<file path="src/design/lhc_defs.vh">
// limp-home configuration register constants: offsets, fields, resets, timing
// assumes a 50 MHz system clock and a 16-bit serial frame
`ifndef LHC_DEFS_VH
`define LHC_DEFS_VH

// ----------------------------------------
// register offsets and reset values
// ----------------------------------------
`define LHC_ADDR_CHAN_CFG 7'h1E
`define LHC_ADDR_FAULT_CFG 7'h1F
`define LHC_CHAN_CFG_RST 8'h00
`define LHC_FAULT_CFG_RST 8'h00

// ----------------------------------------
// channel config fields (per channel i the base is 3*i)
// ----------------------------------------
`define LHC_BIT_PHASE 7
`define LHC_BIT_EXT_REF 6
`define LHC_OFS_EN 0
`define LHC_OFS_INT_DIM 1
`define LHC_OFS_FORCE 2

// ----------------------------------------
// fault config fields (per channel i the base is 3*i)
// ----------------------------------------
`define LHC_TIMER_SEL_HI 7
`define LHC_TIMER_SEL_LO 6
`define LHC_OFS_LS_POL 0
`define LHC_OFS_HS_POL 1
`define LHC_OFS_TH_POL 2

// ----------------------------------------
// timing
// ----------------------------------------
`define LHC_CLK_MHZ 50
`define LHC_OC_BASE_US 3600
`define LHC_FRAME_BITS 16

`endif

</file>
<file path="src/design/lhc_limp_home_regs.v">
// limp-home configuration registers of a dual-channel led driver, reached over spi,
// plus the fallback dimming, setpoint and fault-response logic they steer.
// assumes spi pins are asynchronous to clk_sys and are oversampled; fault and
// dim pins come from the analog side, also asynchronous.
//
// Behaviour
// - phase bit 0 gives half-period offset, 1 gives aligned internal dim waveforms.
// - ext-ref bit picks converter value else per-channel fallback setpoint registers.
// - channel 2 force bit drives full duty in fallback mode.
// - channel 2 dim source: external input or internal generator with width.
// - channel 2 enable bit turns channel 2 on or off in fallback.
// - channel 1 force bit drives full duty in fallback mode.
// - channel 1 dim source: external input or internal generator with width.
// - channel 1 enable bit turns channel 1 on or off in fallback.
// - channel config register at 0x1E, reset 0x00, all bits read/write.
// - fault config at 0x1F, reset 0, timer select and per-channel policies.
// - every fault config field is read/write and steers fault handling.
// - timer select gives 3.6, 7.2, 14.4 or 28.8 ms retry hold.
// - policy 0 auto-restarts; policy 1 clears enable until host re-sets it.
// - led and latch-off configuration acts only in fallback mode; the ext-ref bit steers the setpoints in every mode.
`timescale 1ns/1ps
`include "lhc_defs.vh"

module lhc_limp_home_regs #(
  parameter DIM_BITS = 10,
  parameter OC_BASE_CYCLES = `LHC_OC_BASE_US * `LHC_CLK_MHZ
) (
  input wire clk_sys,
  input wire nrst,
  input wire spi_sclk,
  input wire spi_cs_n,
  input wire spi_mosi,
  output wire spi_miso_o,
  output wire spi_miso_oe,
  input wire fallback_mode,
  input wire [1:0] ext_dim_in,
  input wire [1:0] thermal_fault,
  input wire [1:0] highside_oc_fault,
  input wire [1:0] lowside_oc_fault,
  input wire [DIM_BITS-1:0] dim_generator_divider,
  input wire [DIM_BITS-1:0] ch1_fallback_dim_width,
  input wire [DIM_BITS-1:0] ch2_fallback_dim_width,
  input wire [DIM_BITS-1:0] ch1_fallback_current_setpoint,
  input wire [DIM_BITS-1:0] ch2_fallback_current_setpoint,
  input wire [DIM_BITS-1:0] external_reference_code,
  output reg [1:0] ch_led_on_q,
  output reg [DIM_BITS-1:0] ch1_active_current_setpoint_q,
  output reg [DIM_BITS-1:0] ch2_active_current_setpoint_q,
  output wire [7:0] chan_cfg_out,
  output wire [7:0] fault_cfg_out
);

  localparam TW = 22;

  // ----------------------------------------
  // input synchronisers
  // ----------------------------------------
  reg [10:0] sync1_q;
  reg [10:0] sync2_q;
  wire [10:0] async_in = {spi_sclk, spi_cs_n, spi_mosi, ext_dim_in, thermal_fault,
                          highside_oc_fault, lowside_oc_fault};

  // two flops per pin; only the second stage feeds logic
  // reset to the idle levels (sclk low, select high) so no false edge follows reset
  always @(posedge clk_sys or negedge nrst) begin
    if (!nrst) begin
      sync1_q <= 11'h200;
      sync2_q <= 11'h200;
    end else begin
      sync1_q <= async_in;
      sync2_q <= sync1_q;
    end
  end

  wire sclk_s = sync2_q[10];
  wire cs_n_s = sync2_q[9];
  wire mosi_s = sync2_q[8];
  wire [1:0] dim_s = sync2_q[7:6];
  wire [1:0] th_s = sync2_q[5:4];
  wire [1:0] hs_s = sync2_q[3:2];
  wire [1:0] ls_s = sync2_q[1:0];

  // ----------------------------------------
  // spi slave, mode 0, frame {wr, addr[6:0], data[7:0]}
  // ----------------------------------------
  reg sclk_prev_q;
  reg [4:0] bit_cnt_q;
  reg [15:0] rx_q;
  reg [7:0] tx_q;
  reg miso_q;
  reg [7:0] chan_cfg_q;
  reg [7:0] fault_cfg_q;
  wire sclk_rise = sclk_s & ~sclk_prev_q;
  wire sclk_fall = ~sclk_s & sclk_prev_q;
  wire [15:0] rx_next = {rx_q[14:0], mosi_s};
  wire wr_done = ~cs_n_s & sclk_rise && (bit_cnt_q == 5'd15) && rx_q[14];
  wire [6:0] wr_addr = rx_q[13:7];

  // unmapped addresses read as zero
  function [7:0] rd_mux;
    input [6:0] addr;
    begin
      if (addr == `LHC_ADDR_CHAN_CFG)
        rd_mux = chan_cfg_q;
      else if (addr == `LHC_ADDR_FAULT_CFG)
        rd_mux = fault_cfg_q;
      else
        rd_mux = 8'h00;
    end
  endfunction

  // shift in on rising sclk, shift out on falling; a frame restarts on cs high
  always @(posedge clk_sys or negedge nrst) begin
    if (!nrst) begin
      sclk_prev_q <= 1'b0;
      bit_cnt_q <= 5'd0;
      rx_q <= 16'h0000;
      tx_q <= 8'h00;
      miso_q <= 1'b0;
    end else begin
      sclk_prev_q <= sclk_s;
      if (cs_n_s) begin
        bit_cnt_q <= 5'd0;
        miso_q <= 1'b0;
      end else begin
        if (sclk_rise) begin
          rx_q <= rx_next;
          bit_cnt_q <= bit_cnt_q + 5'd1;
          // read data is latched once the address byte is complete
          if (bit_cnt_q == 5'd7)
            tx_q <= rd_mux(rx_next[6:0]);
        end
        if (sclk_fall && bit_cnt_q >= 5'd8 && bit_cnt_q < 5'd16) begin
          miso_q <= tx_q[7];
          tx_q <= {tx_q[6:0], 1'b0};
        end
      end
    end
  end

  assign spi_miso_o = miso_q;
  assign spi_miso_oe = ~cs_n_s;

  // ----------------------------------------
  // configuration registers
  // ----------------------------------------
  wire [7:0] en_clear;

  // channel and fault config write
  // host write beats a same-cycle latch-off so a re-enable is never lost
  always @(posedge clk_sys or negedge nrst) begin
    if (!nrst) begin
      chan_cfg_q <= `LHC_CHAN_CFG_RST;
      fault_cfg_q <= `LHC_FAULT_CFG_RST;
    end else begin
      if (wr_done && wr_addr == `LHC_ADDR_CHAN_CFG)
        chan_cfg_q <= rx_next[7:0];
      else
        chan_cfg_q <= chan_cfg_q & ~en_clear;
      if (wr_done && wr_addr == `LHC_ADDR_FAULT_CFG)
        fault_cfg_q <= rx_next[7:0];
    end
  end

  assign chan_cfg_out = chan_cfg_q;
  assign fault_cfg_out = fault_cfg_q;

  // ----------------------------------------
  // internal dimming generator
  // ----------------------------------------
  reg [DIM_BITS-1:0] pre_cnt_q;
  reg [DIM_BITS-1:0] period_cnt_q;
  wire gen_tick = (pre_cnt_q >= dim_generator_divider);
  localparam [DIM_BITS-1:0] HALF = {1'b1, {(DIM_BITS-1){1'b0}}};

  // prescaler makes a one-cycle enable for the shared period counter
  always @(posedge clk_sys or negedge nrst) begin
    if (!nrst) begin
      pre_cnt_q <= {DIM_BITS{1'b0}};
      period_cnt_q <= {DIM_BITS{1'b0}};
    end else if (gen_tick) begin
      pre_cnt_q <= {DIM_BITS{1'b0}};
      period_cnt_q <= period_cnt_q + {{(DIM_BITS-1){1'b0}}, 1'b1};
    end else begin
      pre_cnt_q <= pre_cnt_q + {{(DIM_BITS-1){1'b0}}, 1'b1};
    end
  end

  wire [DIM_BITS-1:0] ch2_phase_cnt = chan_cfg_q[`LHC_BIT_PHASE] ? period_cnt_q
                                      : period_cnt_q - HALF;
  wire [1:0] gen_dim;
  assign gen_dim[0] = period_cnt_q < ch1_fallback_dim_width;
  assign gen_dim[1] = ch2_phase_cnt < ch2_fallback_dim_width;

  // ----------------------------------------
  // per-channel duty and fault response
  // ----------------------------------------
  wire [1:0] duty;
  wire [1:0] hold;
  wire [TW-1:0] oc_limit = OC_BASE_CYCLES[TW-1:0] << fault_cfg_q[7:6];

  genvar i;
  generate
    for (i = 0; i < 2; i = i + 1) begin : g_ch
      wire en = chan_cfg_q[3*i+`LHC_OFS_EN];
      wire pol_th = fault_cfg_q[3*i+`LHC_OFS_TH_POL];
      wire pol_hs = fault_cfg_q[3*i+`LHC_OFS_HS_POL];
      wire pol_ls = fault_cfg_q[3*i+`LHC_OFS_LS_POL];
      wire act = fallback_mode & en;
      reg [TW-1:0] oc_timer_q;

      // full duty; override wins over both sources
      assign duty[i] = chan_cfg_q[3*i+`LHC_OFS_FORCE] ? 1'b1
                       : chan_cfg_q[3*i+`LHC_OFS_INT_DIM] ? gen_dim[i] : dim_s[i];

      assign en_clear[3*i+2:3*i] = {2'b00, act & ((th_s[i] & pol_th) | (hs_s[i] & pol_hs)
                                                  | (ls_s[i] & pol_ls))};

      // auto-restart after hold; a repeat fault restarts the wait
      always @(posedge clk_sys or negedge nrst) begin
        if (!nrst)
          oc_timer_q <= {TW{1'b0}};
        else if (act & ((hs_s[i] & ~pol_hs) | (ls_s[i] & ~pol_ls)))
          oc_timer_q <= oc_limit;
        else if (oc_timer_q != {TW{1'b0}})
          oc_timer_q <= oc_timer_q - {{(TW-1){1'b0}}, 1'b1};
      end

      // thermal auto-restart follows the analog hysteresis level
      assign hold[i] = (oc_timer_q != {TW{1'b0}}) | (th_s[i] & ~pol_th);
    end
  endgenerate
  assign en_clear[7:6] = 2'b00;

  // ----------------------------------------
  // outputs
  // ----------------------------------------
  // leds in fallback only; setpoints follow ext-ref in every mode
  always @(posedge clk_sys or negedge nrst) begin
    if (!nrst) begin
      ch_led_on_q <= 2'b00;
      ch1_active_current_setpoint_q <= {DIM_BITS{1'b0}};
      ch2_active_current_setpoint_q <= {DIM_BITS{1'b0}};
    end else begin
      ch_led_on_q <= {2{fallback_mode}} & {chan_cfg_q[3], chan_cfg_q[0]} & ~hold & duty;
      if (chan_cfg_q[`LHC_BIT_EXT_REF]) begin
        ch1_active_current_setpoint_q <= external_reference_code;
        ch2_active_current_setpoint_q <= external_reference_code;
      end else begin
        ch1_active_current_setpoint_q <= ch1_fallback_current_setpoint;
        ch2_active_current_setpoint_q <= ch2_fallback_current_setpoint;
      end
    end
  end

endmodule

</file>
<file path="config.mk">
export PLATFORM = sky130hd
export DESIGN_NAME = lhc_limp_home_regs
export DESIGN_NICKNAME = d
export VERILOG_FILES = /design/src/design/lhc_limp_home_regs.v
export VERILOG_INCLUDE_DIRS = /design/src /design/src/design
export SDC_FILE = /design/constraint.sdc
export NUM_CORES = 1
export LEC_CHECK = 0
export ABC_AREA = 1
export BUFFER_PORTS_ARGS = -buffer_cell sky130_fd_sc_hd__buf_2
export CORE_AREA = 5 5 151 153
export CTS_CLUSTER_SIZE = 8
export DETAILED_ROUTE_END_ITERATION = 10
export DIE_AREA = 0 0 156 158
export HOLD_SLACK_MARGIN = 0.06
export SLEW_MARGIN = 15
export SYNTH_ARGS = -nofsm -noshare
export SYNTH_HDL_FRONTEND = slang
export SYNTH_SLANG_ARGS = --single-unit
</file>
<file path="constraint.sdc">
create_clock -name clk_sys -period 1.7 [get_ports clk_sys]
set_input_delay 0.17 -clock clk_sys [delete_from_list [all_inputs] [get_ports clk_sys]]
set_output_delay 0.17 -clock clk_sys [all_outputs]
set_load 0.01 [all_outputs]
</file>
==> results of run 1 <==
==> per-layer routing <==
| layer | routed length (um) | global-route usage [%] | share of wire [%] | vias to the layer above |
|---|---|---|---|---|
| met5 | 0 | 0 | 0 | - |
| met4 | 252 | 4.67 | 1.2 | 0 |
| li1 | - | - | - | 3660 |
| met2 | 10100 | 29.6 | 50 | 126 |
| met3 | 1050 | 4.16 | 5.2 | 17 |
| met1 | 8950 | 21.3 | 44 | 3381 |
==> registers in the layout (all words and copies together) (netlist names), 10 cells and up <==
register                       flops
period_cnt_q                      10
pre_cnt_q                         10
rx_q                              15
sync2_q                           11
g_ch.oc_timer_q                   44
ch1_active_current_setpoint_q     10
ch2_active_current_setpoint_q     10
sync1_q                           11
==> synth_stat cells, types with 8 or more instances <==
master    instances
dfrtp_1         152
ha_1             41
nand2_1         270
xor2_1            9
nand2_2           9
nor2_4           11
inv_1           137
nand3_1          74
nor2_1           80
o21ai_2          20
xnor2_1          15
nand3b_1         11
a21oi_1          17
o21ai_1           9
nor2_2           14
nand4_1          30
nor3_1            8
o21ai_0          55
==> logic make-up (layout without fill, tap and decap cells) <==
kind of cell	after synthesis	after routing	synth area share, %
AND/OR/NAND/NOR	531	531	29.9
buffers and inverters	163	369	7.75
flip-flops	154	154	45.9
AO/OA/AOI/OAI	110	110	7.80
adder cells (fa/ha/maj)	41	41	6.11
XOR/XNOR	24	24	2.50
==> how the worst max path moves through the flow <==
stage | slack, ps | end
6_report | 120 | chan_cfg_out[3]$_DFF_PN0_
5_1_grt | 5 | period_cnt_q[2]$_DFFE_PN0N_
4_1_cts | 40 | chan_cfg_out[3]$_DFF_PN0_
3_5_place_dp | 50 | chan_cfg_out[3]$_DFF_PN0_
3_3_place_gp | 90 | chan_cfg_out[3]$_DFF_PN0_
2_1_floorplan | 100 | chan_cfg_out[6]$_DFFE_PN0N_
==> tightest hold or removal path: cells and delay by family <==
| kind | cells | cell delay (ps) |
|---|---|---|
| compound gates | 2 | 90 |
| buf+inv | 1 | 130 |
| simple gates | 2 | 190 |
==> metrics by stage <==
stage                     instance area [sq um]  setup slack (ps)  power, mW
after floorplan                            8390               103       5.90
after global routing                      10600              5.41       11.1
final                                     10600               122       10.4
after CTS                                 10500              36.3       10.5
after global placement                     9500              93.2       6.53
after detailed placement                   9500              49.3       6.58
==> layout make-up <==
| cell class | count | area share [%] |
|---|---|---|
| Multi-Input combinational cell | 706 | 36.8 |
| Sequential cell | 154 | 36.4 |
| Timing Repair Buffer | 191 | 12.6 |
| Inverter | 146 | 5.27 |
| Clock buffer | 17 | 4.02 |
| Tap cell | 280 | 3.31 |
| Clock inverter | 15 | 1.64 |
==> timing repair <==
action	4_1_cts	5_1_grt
hold buffers	44	0
buffers inserted	0	5
endpoints found under the hold margin	74	0
setup endpoints to repair	0	22
gates resized for setup	0	5
==> power groups by stage <==
stage / clock [mW] / sequential, mW / combinational (mW)
floorplan: 0 / 4.43 / 1.48
global placement: 0 / 4.49 / 2.05
detailed placement: 0 / 4.50 / 2.09
CTS: 3.93 / 4.43 / 2.17
global route: 4.07 / 4.48 / 2.52
finish: 3.83 / 4.42 / 2.18
==> flow_summary.ini, run 1 <==
[layout]
multiInputGateArea_sq_um = 3890
drive_above_1_share_pct = 21.8
syn2layout_area_growth_pct = 26.2
antennaDiodeCount = 0
n_fill_cell = 2039
seq_area_sq_um = 3860
final_cell_mix = 270 x nand2_1, 152 x dfrtp_1, 136 x inv_1, 112 x buf_2, 80 x nor2_1
final_common_cell = nand2_1
nets = 1331
fin_util_pct = 49.4
final_cells = 1509

[route]
drt_iter0_markers = 353
drt_wl_total_mm = 20.3
viasPerCell = 4.76
wl_per_cell_um = 13.5
vias = 7184
ant_nets = 0
drc = 0
firstDrtPassIters = 5

[setup_path]
crit_chain = ha_2 > nand2_1 > nor2_1 > ha_1 > nand2_1 > nor2_4 > nand4_2 > buf_6 > nand3_1 > o21ai_2
critPathTopFamily = simple AND/OR/NAND/NOR gates
reg2reg_to = chan_cfg_out[3]$_DFF_PN0_
path_class = reg2reg
max_stage_delay_ps = 350
critical_path_depth = 10
worst_path_most_repeated_cell = nand2_1
cp.arrival_ps = 1890
rrSetupSlack_ps = 120
path_buf_inv = 1
cp_max_fo = 16
cp_slowest_cell = dfrtp_1
timing.critical_path.from = bit_cnt_q[1]$_DFFE_PN0P_
critPathCaptureType = flop
rr_worst_depth = 10
worstPathRequired_ps = 2010
start_kind = flop
r2r_start = bit_cnt_q[1]$_DFFE_PN0P_

[grt]
grt_use_total_pct = 17.1
grt_max_degree = 51
grt_antenna_before_repair = 0
overflow = 0
grt_pass1_wl_mm = 33.9
first_global_vias = 7109

[floorplan]
coreArea_sq_um = 21400
fp.dieArea_sq_um = 24600
start_util_pct = 39.2
ios = 114
fp.dieW_um = 156
die_h_um = 158
num_rows = 54

[cts]
cts_buffers = 17
cts_tree = done
cts_buffer_depth = 2
clk_latency_ps = 430
cts_max_level = 4
clock-sinks = 154
path_clk_slew_ps = 70
clockRootBuffer = clkbuf_16

[yosys]
syn_nets = 1138
synth_top_area_cell = dfrtp_1
ys_top_cells_by_area = dfrtp_1 45%, nand2_1 12%, inv_1 6.1%
syn_area_sq_um = 8390
yosysSeqAreaShare_pct = 45.9
synth_edf_count = 0
synth_cell_types = 44
ys_ff_latch = 154
syn_avg_cell_area_sq_um = 8.21
synth_top_flop_cell = dfrtp_1
syn-instance-count = 1023
yosysWarnings = 0
synth_top_area_share_pct = 45.3
ys_async_sr_fraction_pct = 100

[timing]
final-hold-violation-count = 0
rsz0062_at_grt = false
finalSetupViolCount = 0
slew_headroom_pct = 63.4
period_minus_slack_ps = 1580
worst_pin_slew_ps = 550
timing.final.crit_share_pct = 92.8
clock_skew_ps = 19.7
hold-worst-slack_ps = 196
setup_tns_ps = 0
slew_violations = 0
max_clock_freq_ghz = 0.634

[placement]
hpwl_mm = 15.2
place.gp.congestion = 0.828
dp.cells = 1428
io_buffer_count = 113

[power_and_ir_drop]
combPwrFrac_pct = 20.9
clock_power_share_pct = 36.7
ir_drop_mv = 0.557
p_int_mw = 7.02
p_leak_nw = 5.40
netSwitchingPower_mw = 3.41
sw_frac_of_total_pct = 32.7
seqPwrFrac_pct = 42.4
powerDensity_nw_per_um2 = 985

[min_path]
min_from = fallback_mode
hold_end = ch_led_on_q[0]$_DFF_PN0_
holdPathStages = 5
hp-class = in2reg

[flow_run]
cap_violations = 0

[status]
outcome = finished, final reports clean
(Power assumes the default switching activity.)
==> inputs of run 2 (changes only) <==
--- a/config.mk
+++ b/config.mk
@@ -6,13 +6,13 @@
 export SDC_FILE = /design/constraint.sdc
 export NUM_CORES = 1
 export LEC_CHECK = 0
-export ABC_AREA = 1
 export BUFFER_PORTS_ARGS = -buffer_cell sky130_fd_sc_hd__buf_2
-export CORE_AREA = 5 5 151 153
+export CORE_AREA = 5 5 145 147
 export CTS_CLUSTER_SIZE = 8
 export DETAILED_ROUTE_END_ITERATION = 10
-export DIE_AREA = 0 0 156 158
+export DIE_AREA = 0 0 150 152
 export HOLD_SLACK_MARGIN = 0.06
+export SKIP_CTS_REPAIR_TIMING = 1
 export SLEW_MARGIN = 15
 export SYNTH_ARGS = -nofsm -noshare
 export SYNTH_HDL_FRONTEND = slang
==> flow_summary.ini, run 2 <==
[floorplan]
coreArea_sq_um = 19800
fp.dieW_um = 150
num_rows = 52
die_h_um = 152
ios = 114
fp.dieArea_sq_um = 22800
start_util_pct = 38.7

[cts]
cts_buffers = 17
cts_tree = done
clockRootBuffer = clkbuf_16
clock-sinks = 154
cts_max_level = 4
clk_latency_ps = 430
cts_buffer_depth = 2
path_clk_slew_ps = 70

[layout]
final_common_cell = dfrtp_1
stdcell_area_sq_um = 11500
largest_reg_flops = 44
drive_above_1_share_pct = 42.2
seq_area_sq_um = 3860
nets = 1142
top_regs = g_ch.oc_timer_q (44), rx_q (15)
final_cells = 1311
final_cell_mix = 151 x dfrtp_1, 114 x buf_4, 112 x buf_2, 67 x inv_1, 50 x nand2_1
regMostFlops = g_ch.oc_timer_q
n_fill_cell = 1686
fin_util_pct = 58.3
syn2layout_area_growth_pct = 50.5
multiInputGateArea_sq_um = 4150

[setup_path]
cp_max_fo = 7
critPathCaptureType = flop
start_kind = flop
path_class = reg2reg
worstPathRequired_ps = 2010
rr_worst_depth = 7
cp.arrival_ps = 2300

[yosys]
synth_edf_count = 0
syn-instance-count = 723
ys_async_sr_fraction_pct = 100
synth_top_flop_cell = dfrtp_1
synth_common_cells = 152 x dfrtp_1, 68 x inv_1, 60 x nand2_1, 47 x o21ai_0, 46 x nor2_1
yosysWarnings = 0
syn_nets = 838
ys_ff_latch = 154
ys_top_cells_by_area = dfrtp_1 50%, ha_1 6.7%, mux2_2 5.1%
yosysMostFrequentCell = dfrtp_1
yosysSeqAreaShare_pct = 50.4
syn_area_sq_um = 7660
syn_avg_cell_area_sq_um = 10.6
synth_top_area_share_pct = 49.7
synth_cell_types = 66
synth_top_area_cell = dfrtp_1

[status]
violations = setup timing
outcome = finished, violations left

[timing]
setup_tns_ps = -7180
clock_skew_ps = 10.1
finalSetupViolCount = 54
timing.final.crit_share_pct = 117
setup_ws_ps = -285
slew_violations = 0
worst_pin_slew_ps = 610
slew_headroom_pct = 59.3
max_clock_freq_ghz = 0.504
rsz0062_at_grt = true
hold-worst-slack_ps = 219
period_minus_slack_ps = 1990
final-hold-violation-count = 0

[min_path]
holdPathStages = 4
hp-class = in2reg

[placement]
place.gp.congestion = 0.798
dp.cells = 1213
io_buffer_count = 113
placed_cell_area_sq_um = 9700
post-place-ws_ps = -337
hpwl_mm = 13.7

[route]
firstDrtPassIters = 4
drt_wl_total_mm = 20.1
ant_nets = 0
drc = 0
wl_per_cell_um = 15.3
drt_iter0_markers = 311
vias = 6435
viasPerCell = 4.91

[power_and_ir_drop]
powerDensity_nw_per_um2 = 1000
fin_total_pwr_mw = 11.6
ir_drop_mv = 0.894
p_leak_nw = 5.49

[grt]
grt_use_total_pct = 16.6
overflow = 0
first_global_vias = 6219
grt_max_degree = 48
grt_antenna_before_repair = 1
grt_pass1_wl_mm = 30.7

[flow_run]
cap_violations = 0
-- run 2: cell types whose count changed in the layout (fill, tap and decap cells not counted), sizes merged, moves of 35 or more --
cell / delta
buf: +110
nand2: -221
nor2: -60
nand3: -57
mux2: +35
inv: -76
o21ai: -36
-- run 2: power by group --
part,switching [mW],internal [mW]
logic,1.47,1.71
registers,0.417,4.11
clock network,1.76,2.11
-- run 2: final timing paths --
kind	slack, ps	endpoint	startpoint
worst max-delay path	-290	g_ch[0].oc_timer_q[6]$_DFFE_PN0P_	g_ch[0].oc_timer_q[8]$_DFFE_PN0P_
worst min-delay path	220	ch_led_on_q[1]$_DFF_PN0_	fallback_mode
worst max register to register	-290	g_ch[0].oc_timer_q[6]$_DFFE_PN0P_	g_ch[0].oc_timer_q[8]$_DFFE_PN0P_
worst min register to register	350	sync2_q[1]$_DFF_PN0_	sync1_q[1]$_DFF_PN0_
max in group asynchronous	740	sync1_q[9]$_DFF_PN1_	nrst
min in group asynchronous	270	ch_led_on_q[0]$_DFF_PN0_	nrst
-- run 2: worst max-delay path, stage by stage, from the launching register on --
cell     delay [ps]
dfrtp_1         380
or4_4           560
nor4_4          230
buf_6           170
and3_4          190
buf_6           100
nor4_2           30
a211o_1         220
-- run 2: per-layer routing --
metal  vias up  track usage, %  share of wire (%)
met5         -               0                  0
met4         0            4.36                1.7
met3        27            3.07                2.5
met2        90            27.5                 52
met1      3164            22.5                 44
li1       3154               -                  -
-- run 2: cells by family after synthesis --
logic type	count (synthesis)	synth area share (%)
buffers and inverters	89	4.75
DFF	154	50.4
muxes	52	7.37
and+or+nand+nor	203	14.1
xor gates and xnor gates	50	5.72
AOI/OAI and AO/OA	134	11.0
adders and majority gates	41	6.70
-- run 2: final cells by class --
cell class	instances	share of cell area [%]
antenna	1	0.0217
inverter	68	2.21
clock inverter	15	1.51
timing repair buffer	306	20.1
sequential	154	33.5
clock buffer	17	3.69
multi-input combinational	480	36.0
tap	270	2.93
